===== src/cprs_pkg.sv =====
// cprs_pkg: shared constants for the processor power-on and reset sequencer
// assumes a single 100 MHz bus clock on both ends
package cprs_pkg;
  localparam int unsigned CLK_PERIOD_NS = 10;
  localparam int unsigned RESET_MIN_MS = 1;
  localparam int unsigned RESET_MIN_CYCLES =
    (RESET_MIN_MS * 1000000 + CLK_PERIOD_NS - 1) / CLK_PERIOD_NS;
  localparam int unsigned BUS_RELEASE_CLOCKS = 2;
  localparam int unsigned BIST_CYCLES = 16;
  localparam int unsigned STRAP_W = 4;
  localparam int unsigned STRAP_IRQ_DIS_BIT = 0;
  localparam int unsigned STRAP_INIT_BIT = 1;
  localparam int unsigned STRAP_TRISTATE_BIT = 2;
  localparam logic [31:0] RESET_VECTOR_LOW = 32'h000FFFF0;
  localparam logic [31:0] RESET_VECTOR_HIGH = 32'hFFFFFFF0;
  localparam int unsigned STRAP_VECTOR_BIT = 3;
  localparam logic [STRAP_W-1:0] STRAP_DEFAULT = 4'h1;
  typedef enum logic [1:0] {CPRS_IRQ_DATA_W = 2} cprs_dummy_type;
endpackage


===== src/cprs_link_if.sv =====
// cprs_link_if: wires between reset sequencer and processor end
// assumes both ends share clk; open-drain strap line resolved here
`timescale 1ns/10ps
`default_nettype none
interface cprs_link_if;
  import cprs_pkg::*;
  logic power_ok_indication;
  logic sys_reset_n;
  logic [STRAP_W-1:0] strap;
  logic [STRAP_W-1:0] strap_oe;
  logic irq_ctrl_serial_data_o;
  logic irq_ctrl_serial_data_oe;
  logic bus_drive_en;
  wire irq_ctrl_serial_data;
  // open-drain serial data line, shared with strap bit 0, pulled high
  assign irq_ctrl_serial_data = (irq_ctrl_serial_data_oe && !irq_ctrl_serial_data_o) ||
                                (strap_oe[0] && !strap[0]) ? 1'b0 : 1'b1;
  modport sequencer (output power_ok_indication, output sys_reset_n, output strap,
                     output strap_oe, input bus_drive_en, input irq_ctrl_serial_data);
  modport processor (input power_ok_indication, input sys_reset_n, input strap,
                     input strap_oe, output irq_ctrl_serial_data_o,
                     output irq_ctrl_serial_data_oe, output bus_drive_en,
                     input irq_ctrl_serial_data);
endinterface
`default_nettype wire


===== src/cprs_processor.sv =====
// cprs_processor: processor-side reset behaviour
// Operation
// - power-ok low and clean until stable
// - power-ok may drop; rise followed by reset
// - power-on reset held at least 1 ms
// - reset clears state and invalidates caches
// - bus outputs released within two clocks
// - straps latched at reset release
// - strap bit 0 low disables interrupt unit
// - optional self-test then fetch reset vector
// - init strap active runs self-test, unless tristate strap also set
// assumes link inputs come from another domain and are synchronised
`timescale 1ns/10ps
`default_nettype none

// cprs_sync2: two-flop synchroniser, frozen while clk_en is low
module cprs_sync2
  import cprs_pkg::*;
#(
  parameter int unsigned W = 1,
  parameter logic [W-1:0] INIT = '0
)(
  input wire logic clk,
  input wire logic rst_n,
  input wire logic clk_en,
  input wire logic [W-1:0] d_in,
  output logic [W-1:0] q_out
);
  logic [W-1:0] meta_q;
  logic [W-1:0] sync_q;
  // first stage feeds only the second, never other logic
  always_ff @(posedge clk)
  begin
    if (!rst_n)
    begin
      meta_q <= INIT;
      sync_q <= INIT;
    end
    else if (clk_en)
    begin
      meta_q <= d_in;
      sync_q <= meta_q;
    end
  end
  assign q_out = sync_q;
endmodule // cprs_sync2

module cprs_processor
  import cprs_pkg::*;
(
  input wire logic clk,
  input wire logic rst_n,
  input wire logic clk_en,
  cprs_link_if.processor link,
  output logic cache_invalid,
  output logic local_interrupt_unit_en,
  output logic bist_running,
  output logic fetch_valid,
  output logic [31:0] fetch_addr
);
  typedef enum {ST_RESET, ST_BIST, ST_FETCH, ST_RUN, ST_FLOAT} cprs_state_type;
  cprs_state_type st_q;
  cprs_state_type st_d;
  logic rst_seen_n;
  logic pok_seen;
  logic dat_seen;
  logic [STRAP_W-1:0] strap_seen;
  logic r_prev_q;
  logic [1:0] rel_q;
  logic drv_q;
  logic inv_q;
  logic irq_en_q;
  logic bist_q;
  logic fv_q;
  logic [31:0] fa_q;
  logic [7:0] bc_q;
  // reset as seen here, its release edge and the sampled straps
  wire logic in_rst = !rst_seen_n || !pok_seen;
  wire logic rel_edge = r_prev_q && !in_rst;
  wire logic [STRAP_W-1:0] smp = {strap_seen[STRAP_W-1:1], dat_seen};
  // strap decode, acted on only at the release edge
  wire logic boot_now = (st_q == ST_RESET) && rel_edge;
  wire logic go_float = boot_now && smp[STRAP_TRISTATE_BIT];
  wire logic go_bist = boot_now && !smp[STRAP_TRISTATE_BIT] && smp[STRAP_INIT_BIT];
  wire logic [31:0] vec_sel = smp[STRAP_VECTOR_BIT] ? RESET_VECTOR_HIGH : RESET_VECTOR_LOW;
  // state decode outside reset, and counter end points
  wire logic in_bist = !in_rst && (st_q == ST_BIST);
  wire logic in_fetch = !in_rst && (st_q == ST_FETCH);
  wire logic in_run = !in_rst && (st_q == ST_RUN);
  wire logic in_float = !in_rst && (st_q == ST_FLOAT);
  wire logic rel_done = (rel_q == 2'(BUS_RELEASE_CLOCKS - 1));
  wire logic bist_done = (bc_q == 8'(BIST_CYCLES - 1));
  // next values of the flags and the self-test counter
  wire logic drv_d = in_rst ? (drv_q && !rel_done) : (in_fetch || (drv_q && !in_float));
  wire logic inv_d = in_rst || (inv_q && !boot_now);
  wire logic fv_d = in_fetch || (fv_q && !in_rst && !in_run);
  wire logic bist_d = go_bist || (bist_q && !in_rst && !(in_bist && bist_done));
  wire logic [7:0] bc_d = go_bist ? 8'h00 : (in_bist ? bc_q + 8'h01 : bc_q);
  // link inputs come from the far end, two flops before any logic
  cprs_sync2 #(
    .W(1),
    .INIT(1'h0)
  ) u_cprs_sync2_rst (
    .clk(clk),
    .rst_n(rst_n),
    .clk_en(clk_en),
    .d_in(link.sys_reset_n),
    .q_out(rst_seen_n)
  );
  cprs_sync2 #(
    .W(1),
    .INIT(1'h0)
  ) u_cprs_sync2_pok (
    .clk(clk),
    .rst_n(rst_n),
    .clk_en(clk_en),
    .d_in(link.power_ok_indication),
    .q_out(pok_seen)
  );
  cprs_sync2 #(
    .W(1),
    .INIT(1'h1)
  ) u_cprs_sync2_dat (
    .clk(clk),
    .rst_n(rst_n),
    .clk_en(clk_en),
    .d_in(link.irq_ctrl_serial_data),
    .q_out(dat_seen)
  );
  cprs_sync2 #(
    .W(STRAP_W),
    .INIT('0)
  ) u_cprs_sync2_strap (
    .clk(clk),
    .rst_n(rst_n),
    .clk_en(clk_en),
    .d_in(link.strap),
    .q_out(strap_seen)
  );
  // next state of the boot sequence; reset seen overrides all
  always_comb
  begin
    st_d = st_q;
    case (st_q)
      ST_RESET:
      begin
        if (go_float)
          st_d = ST_FLOAT;
        else if (go_bist)
          st_d = ST_BIST;
        else if (boot_now)
          st_d = ST_FETCH;
      end
      ST_BIST:
      begin
        if (bist_done)
          st_d = ST_FETCH;
      end
      ST_FETCH: st_d = ST_RUN;
      ST_RUN: st_d = ST_RUN;
      ST_FLOAT: st_d = ST_FLOAT;
      default: st_d = ST_RESET;
    endcase
    if (in_rst)
      st_d = ST_RESET;
  end
  // boot state and release-edge tracker
  always_ff @(posedge clk)
  begin
    if (!rst_n)
    begin
      st_q <= ST_RESET;
      r_prev_q <= 1'h1;
    end
    else if (clk_en)
    begin
      st_q <= st_d;
      r_prev_q <= in_rst;
    end
  end
  // bus release: count clocks of reset seen, then let go of the bus
  always_ff @(posedge clk)
  begin
    if (!rst_n)
    begin
      rel_q <= '0;
      drv_q <= 1'h0;
    end
    else if (clk_en)
    begin
      if (!in_rst)
        rel_q <= '0;
      else if (!rel_done)
        rel_q <= rel_q + 2'h1;
      drv_q <= drv_d;
    end
  end
  // cache, fetch and self-test flags
  always_ff @(posedge clk)
  begin
    if (!rst_n)
    begin
      inv_q <= 1'h1;
      fv_q <= 1'h0;
      bist_q <= 1'h0;
      bc_q <= '0;
    end
    else if (clk_en)
    begin
      inv_q <= inv_d;
      fv_q <= fv_d;
      bist_q <= bist_d;
      bc_q <= bc_d;
    end
  end
  // configuration taken from the straps at the release edge
  always_ff @(posedge clk)
  begin
    if (!rst_n)
    begin
      irq_en_q <= 1'h1;
      fa_q <= '0;
    end
    else if (clk_en && boot_now)
    begin
      irq_en_q <= smp[STRAP_IRQ_DIS_BIT];
      fa_q <= vec_sel;
    end
  end
  // outputs straight from the flops; serial data line never pulled here
  assign link.bus_drive_en = drv_q;
  assign link.irq_ctrl_serial_data_o = 1'h1;
  assign link.irq_ctrl_serial_data_oe = 1'h0;
  assign cache_invalid = inv_q;
  assign local_interrupt_unit_en = irq_en_q;
  assign bist_running = bist_q;
  assign fetch_valid = fv_q;
  assign fetch_addr = fa_q;
endmodule // cprs_processor
`default_nettype wire


===== src/flat_wrapper.sv =====
// flat-port wrapper written by rule: the top's interface ports become plain ports
module cprs_processor_flat import cprs_pkg::*;
  (clk, rst_n, clk_en, cache_invalid, local_interrupt_unit_en, bist_running, fetch_valid, fetch_addr, link_power_ok_indication, link_sys_reset_n, link_strap, link_strap_oe, link_irq_ctrl_serial_data_o, link_irq_ctrl_serial_data_oe, link_bus_drive_en);
  cprs_link_if link_i ();
  input wire logic clk;
  input wire logic rst_n;
  input wire logic clk_en;
  output logic cache_invalid;
  output logic local_interrupt_unit_en;
  output logic bist_running;
  output logic fetch_valid;
  output logic [31:0] fetch_addr;
  input wire logic [$bits(link_i.power_ok_indication)-1:0] link_power_ok_indication;
  input wire logic [$bits(link_i.sys_reset_n)-1:0] link_sys_reset_n;
  input wire logic [$bits(link_i.strap)-1:0] link_strap;
  input wire logic [$bits(link_i.strap_oe)-1:0] link_strap_oe;
  output wire logic [$bits(link_i.irq_ctrl_serial_data_o)-1:0] link_irq_ctrl_serial_data_o;
  output wire logic [$bits(link_i.irq_ctrl_serial_data_oe)-1:0] link_irq_ctrl_serial_data_oe;
  output wire logic [$bits(link_i.bus_drive_en)-1:0] link_bus_drive_en;
  assign link_i.power_ok_indication = link_power_ok_indication;
  assign link_i.sys_reset_n = link_sys_reset_n;
  assign link_i.strap = {>>{link_strap}};
  assign link_i.strap_oe = {>>{link_strap_oe}};
  assign link_irq_ctrl_serial_data_o = link_i.irq_ctrl_serial_data_o;
  assign link_irq_ctrl_serial_data_oe = link_i.irq_ctrl_serial_data_oe;
  assign link_bus_drive_en = link_i.bus_drive_en;
  cprs_processor u_core (.clk(clk), .rst_n(rst_n), .clk_en(clk_en), .link(link_i), .cache_invalid(cache_invalid), .local_interrupt_unit_en(local_interrupt_unit_en), .bist_running(bist_running), .fetch_valid(fetch_valid), .fetch_addr(fetch_addr));
endmodule

===== config.mk =====
export PLATFORM = sky130hd
export DESIGN_NAME = cprs_processor_flat
export DESIGN_NICKNAME = d
export VERILOG_FILES = /design/src/cprs_pkg.sv /design/src/cprs_link_if.sv /design/src/cprs_processor.sv /design/src/flat_wrapper.sv
export SDC_FILE = /design/constraint.sdc
export NUM_CORES = 1
export LEC_CHECK = 0
export BUFFER_PORTS_ARGS = -buffer_cell sky130_fd_sc_hd__buf_2
export CAP_MARGIN = 15
export CORE_MARGIN = 10
export CORE_UTILIZATION = 40
export DETAILED_ROUTE_END_ITERATION = 10
export GPL_ROUTABILITY_DRIVEN = 0
export PLACE_DENSITY = 0.73
export SYNTH_ARGS = -nofsm -noshare
export SYNTH_HDL_FRONTEND = slang
export SYNTH_SLANG_ARGS = --single-unit

===== constraint.sdc =====
create_clock -name clk -period 3.7 [get_ports clk]
set_input_delay 0.37 -clock clk [delete_from_list [all_inputs] [get_ports clk]]
set_output_delay 0.37 -clock clk [all_outputs]
set_load 0.05 [all_outputs]

; ---- Yosys cells after proc, flatten, opt, wreduce, memory -nomap -nowiden
; Index checks and enable logic that the tools add are counted.
[word_totals]
ff_bits = 94
inputBits = 13
out_inout_bits = 39
wordCells = 87
[classes]
n_addsub = 2
eq_ne = 13
n_mux = 13
n_reduce_logical = 41
[ops]
columns = cell, n
row1 = $mux W32, 6
row2 = $pmux W32 S4, 1
row3 = $eq A32 B2 Y1 const B, 3
row4 = $eq A32 B3 Y1 const B, 3
row5 = $logic_not A32 Y1, 2
row6 = $eq A32 B1 Y1 const B, 1
row7 = $eq A32 B4 Y1 const B, 1
row8 = $logic_and A1 B1 Y1, 19
row9 = $mux W8, 2
row10 = $logic_not A1 Y1, 10
row11 = $add A8 B1 Y8 const B, 1
row12 = $eq A8 B4 Y1 const B, 1
row13 = $logic_or A1 B1 Y1, 5
row14 = $ne A5 B1 Y1 const B, 1
row15 = $mux W2, 2
row16 = $reduce_and A2 Y1, 2
row17 = $ne A3 B1 Y1 const B, 1
row18 = $reduce_and A3 Y1, 1
row19 = $add A2 B1 Y2 const B, 1
row20 = $eq A2 B1 Y1 const B, 1
row21 = $mux W1, 2
row22 = $ne A2 B2 Y1 const B, 1
row23 = $reduce_bool A2 Y1, 1
row24 = $reduce_or A2 Y1, 1

; ---- Longest topological paths before layout
[depth]
depth_word = 11
mapped_depth = 5
mapped_depth_nobuf = 5

; ---- Cells and area by module
; Synthesis repeated with hierarchy kept, for this count alone.
[unflattened]
cells_unflattened = 201
hier_area_um2 = 1843.0
[modules_own_cells]
columns = mod, instances, cells_per_inst, area_each_um2, seq_area_each_um2
row1 = cprs_processor, 1, 155, 1308.8, 420.4
row2 = cprs_sync2 (u_core.u_cprs_sync2_strap), 1, 25, 301.5, 160.2
row3 = cprs_sync2 (u_core.u_cprs_sync2_pok ...), 2, 6, 72.6, 40.0
row4 = cprs_sync2 (u_core.u_cprs_sync2_dat), 1, 6, 67.6, 40.0
row5 = cprs_processor_flat, 1, 3, 20.0, 0.0

; ---- Least setup slack after synthesis
; No wires, ideal clock.
[synth_path]
path_type = register to output
startpoint = register u_core.fetch_addr[19] (netlist name)
endpoint = output fetch_addr[10]
arrival_ps = 1176
t_required_ps = 3330
path_slack_ps = 2154
path_stages_with_launch = 2
n_path_buf = 1
cell_sequence = dfxtp_1 -> buf_4
[synth_lines]
columns = element, line
row1 = to (decl), flat_wrapper.sv:12  ; output logic [31:0] fetch_addr;

==> results_dict.tcl <==
set metrics [dict create \
    run_status "completed" \
    grtUsageTotal 0.0946 \
    tightest_slew_ns 0.621 \
    fp.dieH_um 86.6 \
    first_pass_iters 4 \
    ir_worst_vdd_uv 191 \
    cts.reportedPaths.clkPinSlew_ns 0.07 \
    syn_area_um2 1780 \
    power.total_uw 825 \
    regToRegEndpoint "u_core.bc_q[1]$_SDFFE_PN0P_" \
    cts_max_level 2 \
    grt_pass1_vias 1196 \
    synth_area_per_cell_um2 9.10 \
    p_sw_frac 0.212 \
    crit_family "flip-flops" \
    crit_chain "buf_2" \
    vias 1258 \
    yosys_warnings 0 \
    fin_crit_sh 0.414 \
    finalSetupViolations 0 \
    post_cts_buffers 0 \
    regToRegSetupSlack_ns 2.19 \
    critPathCaptureType "primary output" \
    synthMuxAreaShare 0.0620 \
    drc 0 \
    yosysTopAreaCell "dfxtp_1" \
    p_leak_uw 0.000882 \
    cp_slowest_stage_delay_ns 0.54 \
    core_region_area_um2 4320 \
    synthAdderAreaFrac 0.0141 \
    antennaDiodeCount 0 \
    netlist_top_cells_area "dfxtp_1 37%, buf_4 14%, mux2i_1 6.2%" \
    grt_overflow 0 \
    synth_edf_count 0 \
    dp_slack_ns 1.89 \
    hpwl_um 2510 \
    seqPwrFrac 0.449 \
    relSlewSlack 0.586 \
    synthArstFlopShare 0 \
    cts_root_buf "clkbuf_8" \
    critPathMaxFanout 17 \
    cp.arrival_ns 1.16 \
    path_buf_inv 1 \
    powerDensity_nw_per_um2 427 \
    die-area_um2 7500 \
    antenna_found_initial 0 \
    synthFlopType "dfxtp_1" \
    rsz0062_at_grt "no" \
    worstHoldEndpoint "u_core.u_cprs_sync2_strap.meta_q[2]$_SDFFE_PN0P_" \
    cts_made_buffers 5 \
    hold_viol_final 0 \
    yosys.area_share.simple 0.255 \
    p_int_uw 650 \
    rows 24 \
    synth_cell_type_count 42 \
    start_util 0.411 \
    synth_xor_area_frac 0.0296 \
    hold_path_depth 3 \
    ys_seq_area_frac 0.372 \
    tritoncts "built" \
    worstSetupStartpointType "flip-flop" \
    drive_gt1_frac 0.270 \
    avgRoutedWirePerCell_um 13.0 \
    drt-initial-drc-count 72 \
    ys_ff_latch 33 \
    reg2reg_from "u_core.u_cprs_sync2_rst.q_out$_SDFFE_PN0P_" \
    max_freq_ghz 0.652 \
    cpMaxStageDelayCell "dfxtp_1" \
    critPathKind "flip-flop to primary output" \
    clock_path_buffers 2 \
    p_clk_frac 0.484 \
    ant_nets 0 \
    min_period_ns 1.53 \
    yosysTopAreaCellShare 0.372 \
    die_width_um 86.6 \
    worstHoldStart "link_strap[2]" \
    holdBufCountCts 0 \
    slew_viol_final 0 \
    wl_um 3430 \
    cp.depth 1 \
    grt_pass1_wl_um 5750 \
    reg2regPathDepth 4 \
    nFillCells 427 \
    synth_top_family_by_area "simple AND/OR/NAND/NOR gates" \
    power_frac_comb 0.068 \
    setup-tns-final_ns 0 \
    switching_power_uw 175 \
    syn_inst 195 \
    finalWorstSetupSlack_ns 2.17 \
    syn2layout_area_growth_pct 8.81 \
    via_per_inst 4.78 \
    portBuffers 42 \
    nets 225 \
    min_path_type "input port to flip-flop" \
    grt_max_degree 30 \
    max-cap-violations 0 \
    finClkSkew_ns 0.00177 \
    io_pins 52 \
    cts_resized 0 \
    synth-compound-area-share 0.0973 \
    cts_num_sinks 33 \
    cp_data_required_time_ns 3.33 \
    clk-insertion-delay-late_ns 0.28 \
]
how the worst max path moves through the flow:
stage	endpoint	start
final	fetch_addr[16]	u_core.fetch_addr[19]$_SDFFE_PN0P_
after global routing	u_core.bc_q[1]$_SDFFE_PN0P_	u_core.u_cprs_sync2_pok.q_out$_SDFFE_PN0P_
after CTS	fetch_addr[17]	u_core.fetch_addr[19]$_SDFFE_PN0P_
after detailed placement	u_core.bc_q[6]$_SDFFE_PN0P_	clk_en
after global placement	u_core.bc_q[6]$_SDFFE_PN0P_	clk_en
after floorplan	fetch_addr[10]	u_core.fetch_addr[19]$_SDFFE_PN0P_
cells by family (layout without fill, tap and decap cells):
logic type,count (synthesis),in the layout
other,2,6
muxes,11,11
and+or+nand+nor,72,72
adders and majority gates,2,2
buffers and inverters,45,57
DFF,33,33
xor gates and xnor gates,6,6
AOI/OAI and AO/OA,24,24
registers in the layout, indices dropped and copies added (netlist names):
signal,flops
u_core.bc_q,8
u_core.bist_running,1
u_core.cache_invalid,1
u_core.fetch_addr,2
u_core.fetch_valid,1
u_core.link.bus_drive_en,1
u_core.local_interrupt_unit_en,1
u_core.r_prev_q,1
u_core.rel_q,2
u_core.st_q,3
u_core.u_cprs_sync2_dat.meta_q,1
u_core.u_cprs_sync2_dat.q_out,1
u_core.u_cprs_sync2_pok.meta_q,1
u_core.u_cprs_sync2_pok.q_out,1
u_core.u_cprs_sync2_rst.meta_q,1
u_core.u_cprs_sync2_rst.q_out,1
u_core.u_cprs_sync2_strap.meta_q,3
u_core.u_cprs_sync2_strap.q_out,3
power groups by stage:
stage                     Combinational (uW)  Sequential (uW)  Clock, uW
final                                   55.9              370        399
after global routing                    62.7              371        427
after CTS                               56.4              370        408
after detailed placement                56.1              378          0
after global placement                  55.0              377          0
after floorplan                         52.5              376          0
stage by stage:
stage | hold WS (ns) | instance area (um2) | std cells | util
final | 0.340 | 1930 | 263 | 0.447
after global routing | 0.352 | 1930 | 263 | 0.447
after CTS | 0.336 | 1930 | 263 | 0.447
after detailed placement | 0.469 | 1800 | 255 | 0.416
after global placement | 0.450 | 1800 | 255 | 0.416
after floorplan | 0.439 | 1790 | 199 | -
placed cells by master, fill, tap and decap left out, types with 2 or more instances in the layout:
master,count
nand3_1,12
nand2b_1,3
dfxtp_1,33
nor4_4,2
buf_2,42
inv_1,7
nand4_1,2
o21ai_0,5
a21boi_0,3
a21oi_1,4
nand2_1,12
nor2_1,10
and3_1,2
mux2i_1,11
o21a_1,3
clkbuf_8,5
nor2b_1,14
conb_1,6
o31ai_1,3
ha_1,2
nor3_1,4
xnor2_1,5
bufinv_16,2
cell type report:
type                       instances  area [um2]  share of cell area
timing repair buffer              42         210               0.109
multi-input combinational        121         836               0.433
sequential                        33         661               0.342
clock inverter                     3        65.1              0.0337
inverter                           7        26.3              0.0136
clock buffer                       5        68.8              0.0356
tap                               52        65.1              0.0337
cells in the mapped netlist (2+ instances only):
cell and n:
a21boi_0 3, nor4_4 2, ha_1 2, a21oi_1 4
nand2_1 12, buf_4 33, dfxtp_1 33, nand4_1 2
xnor2_1 5, and3_1 2, nor2_1 10, clkbuf_1 3
nand3_1 12, nor3_1 4, mux2i_1 11, nor2b_1 14
o31ai_1 3, nand2b_1 3, o21ai_0 5, conb_1 2
inv_1 7, o21a_1 3
routing by layer:
layer,track usage,vias up,share of wire
met4,0.0530,0,0.022
met3,0.0385,6,0.071
met5,0,-,0
li1,-,657,-
met2,0.156,32,0.49
met1,0.100,563,0.42
(Power assumes the default switching activity.)
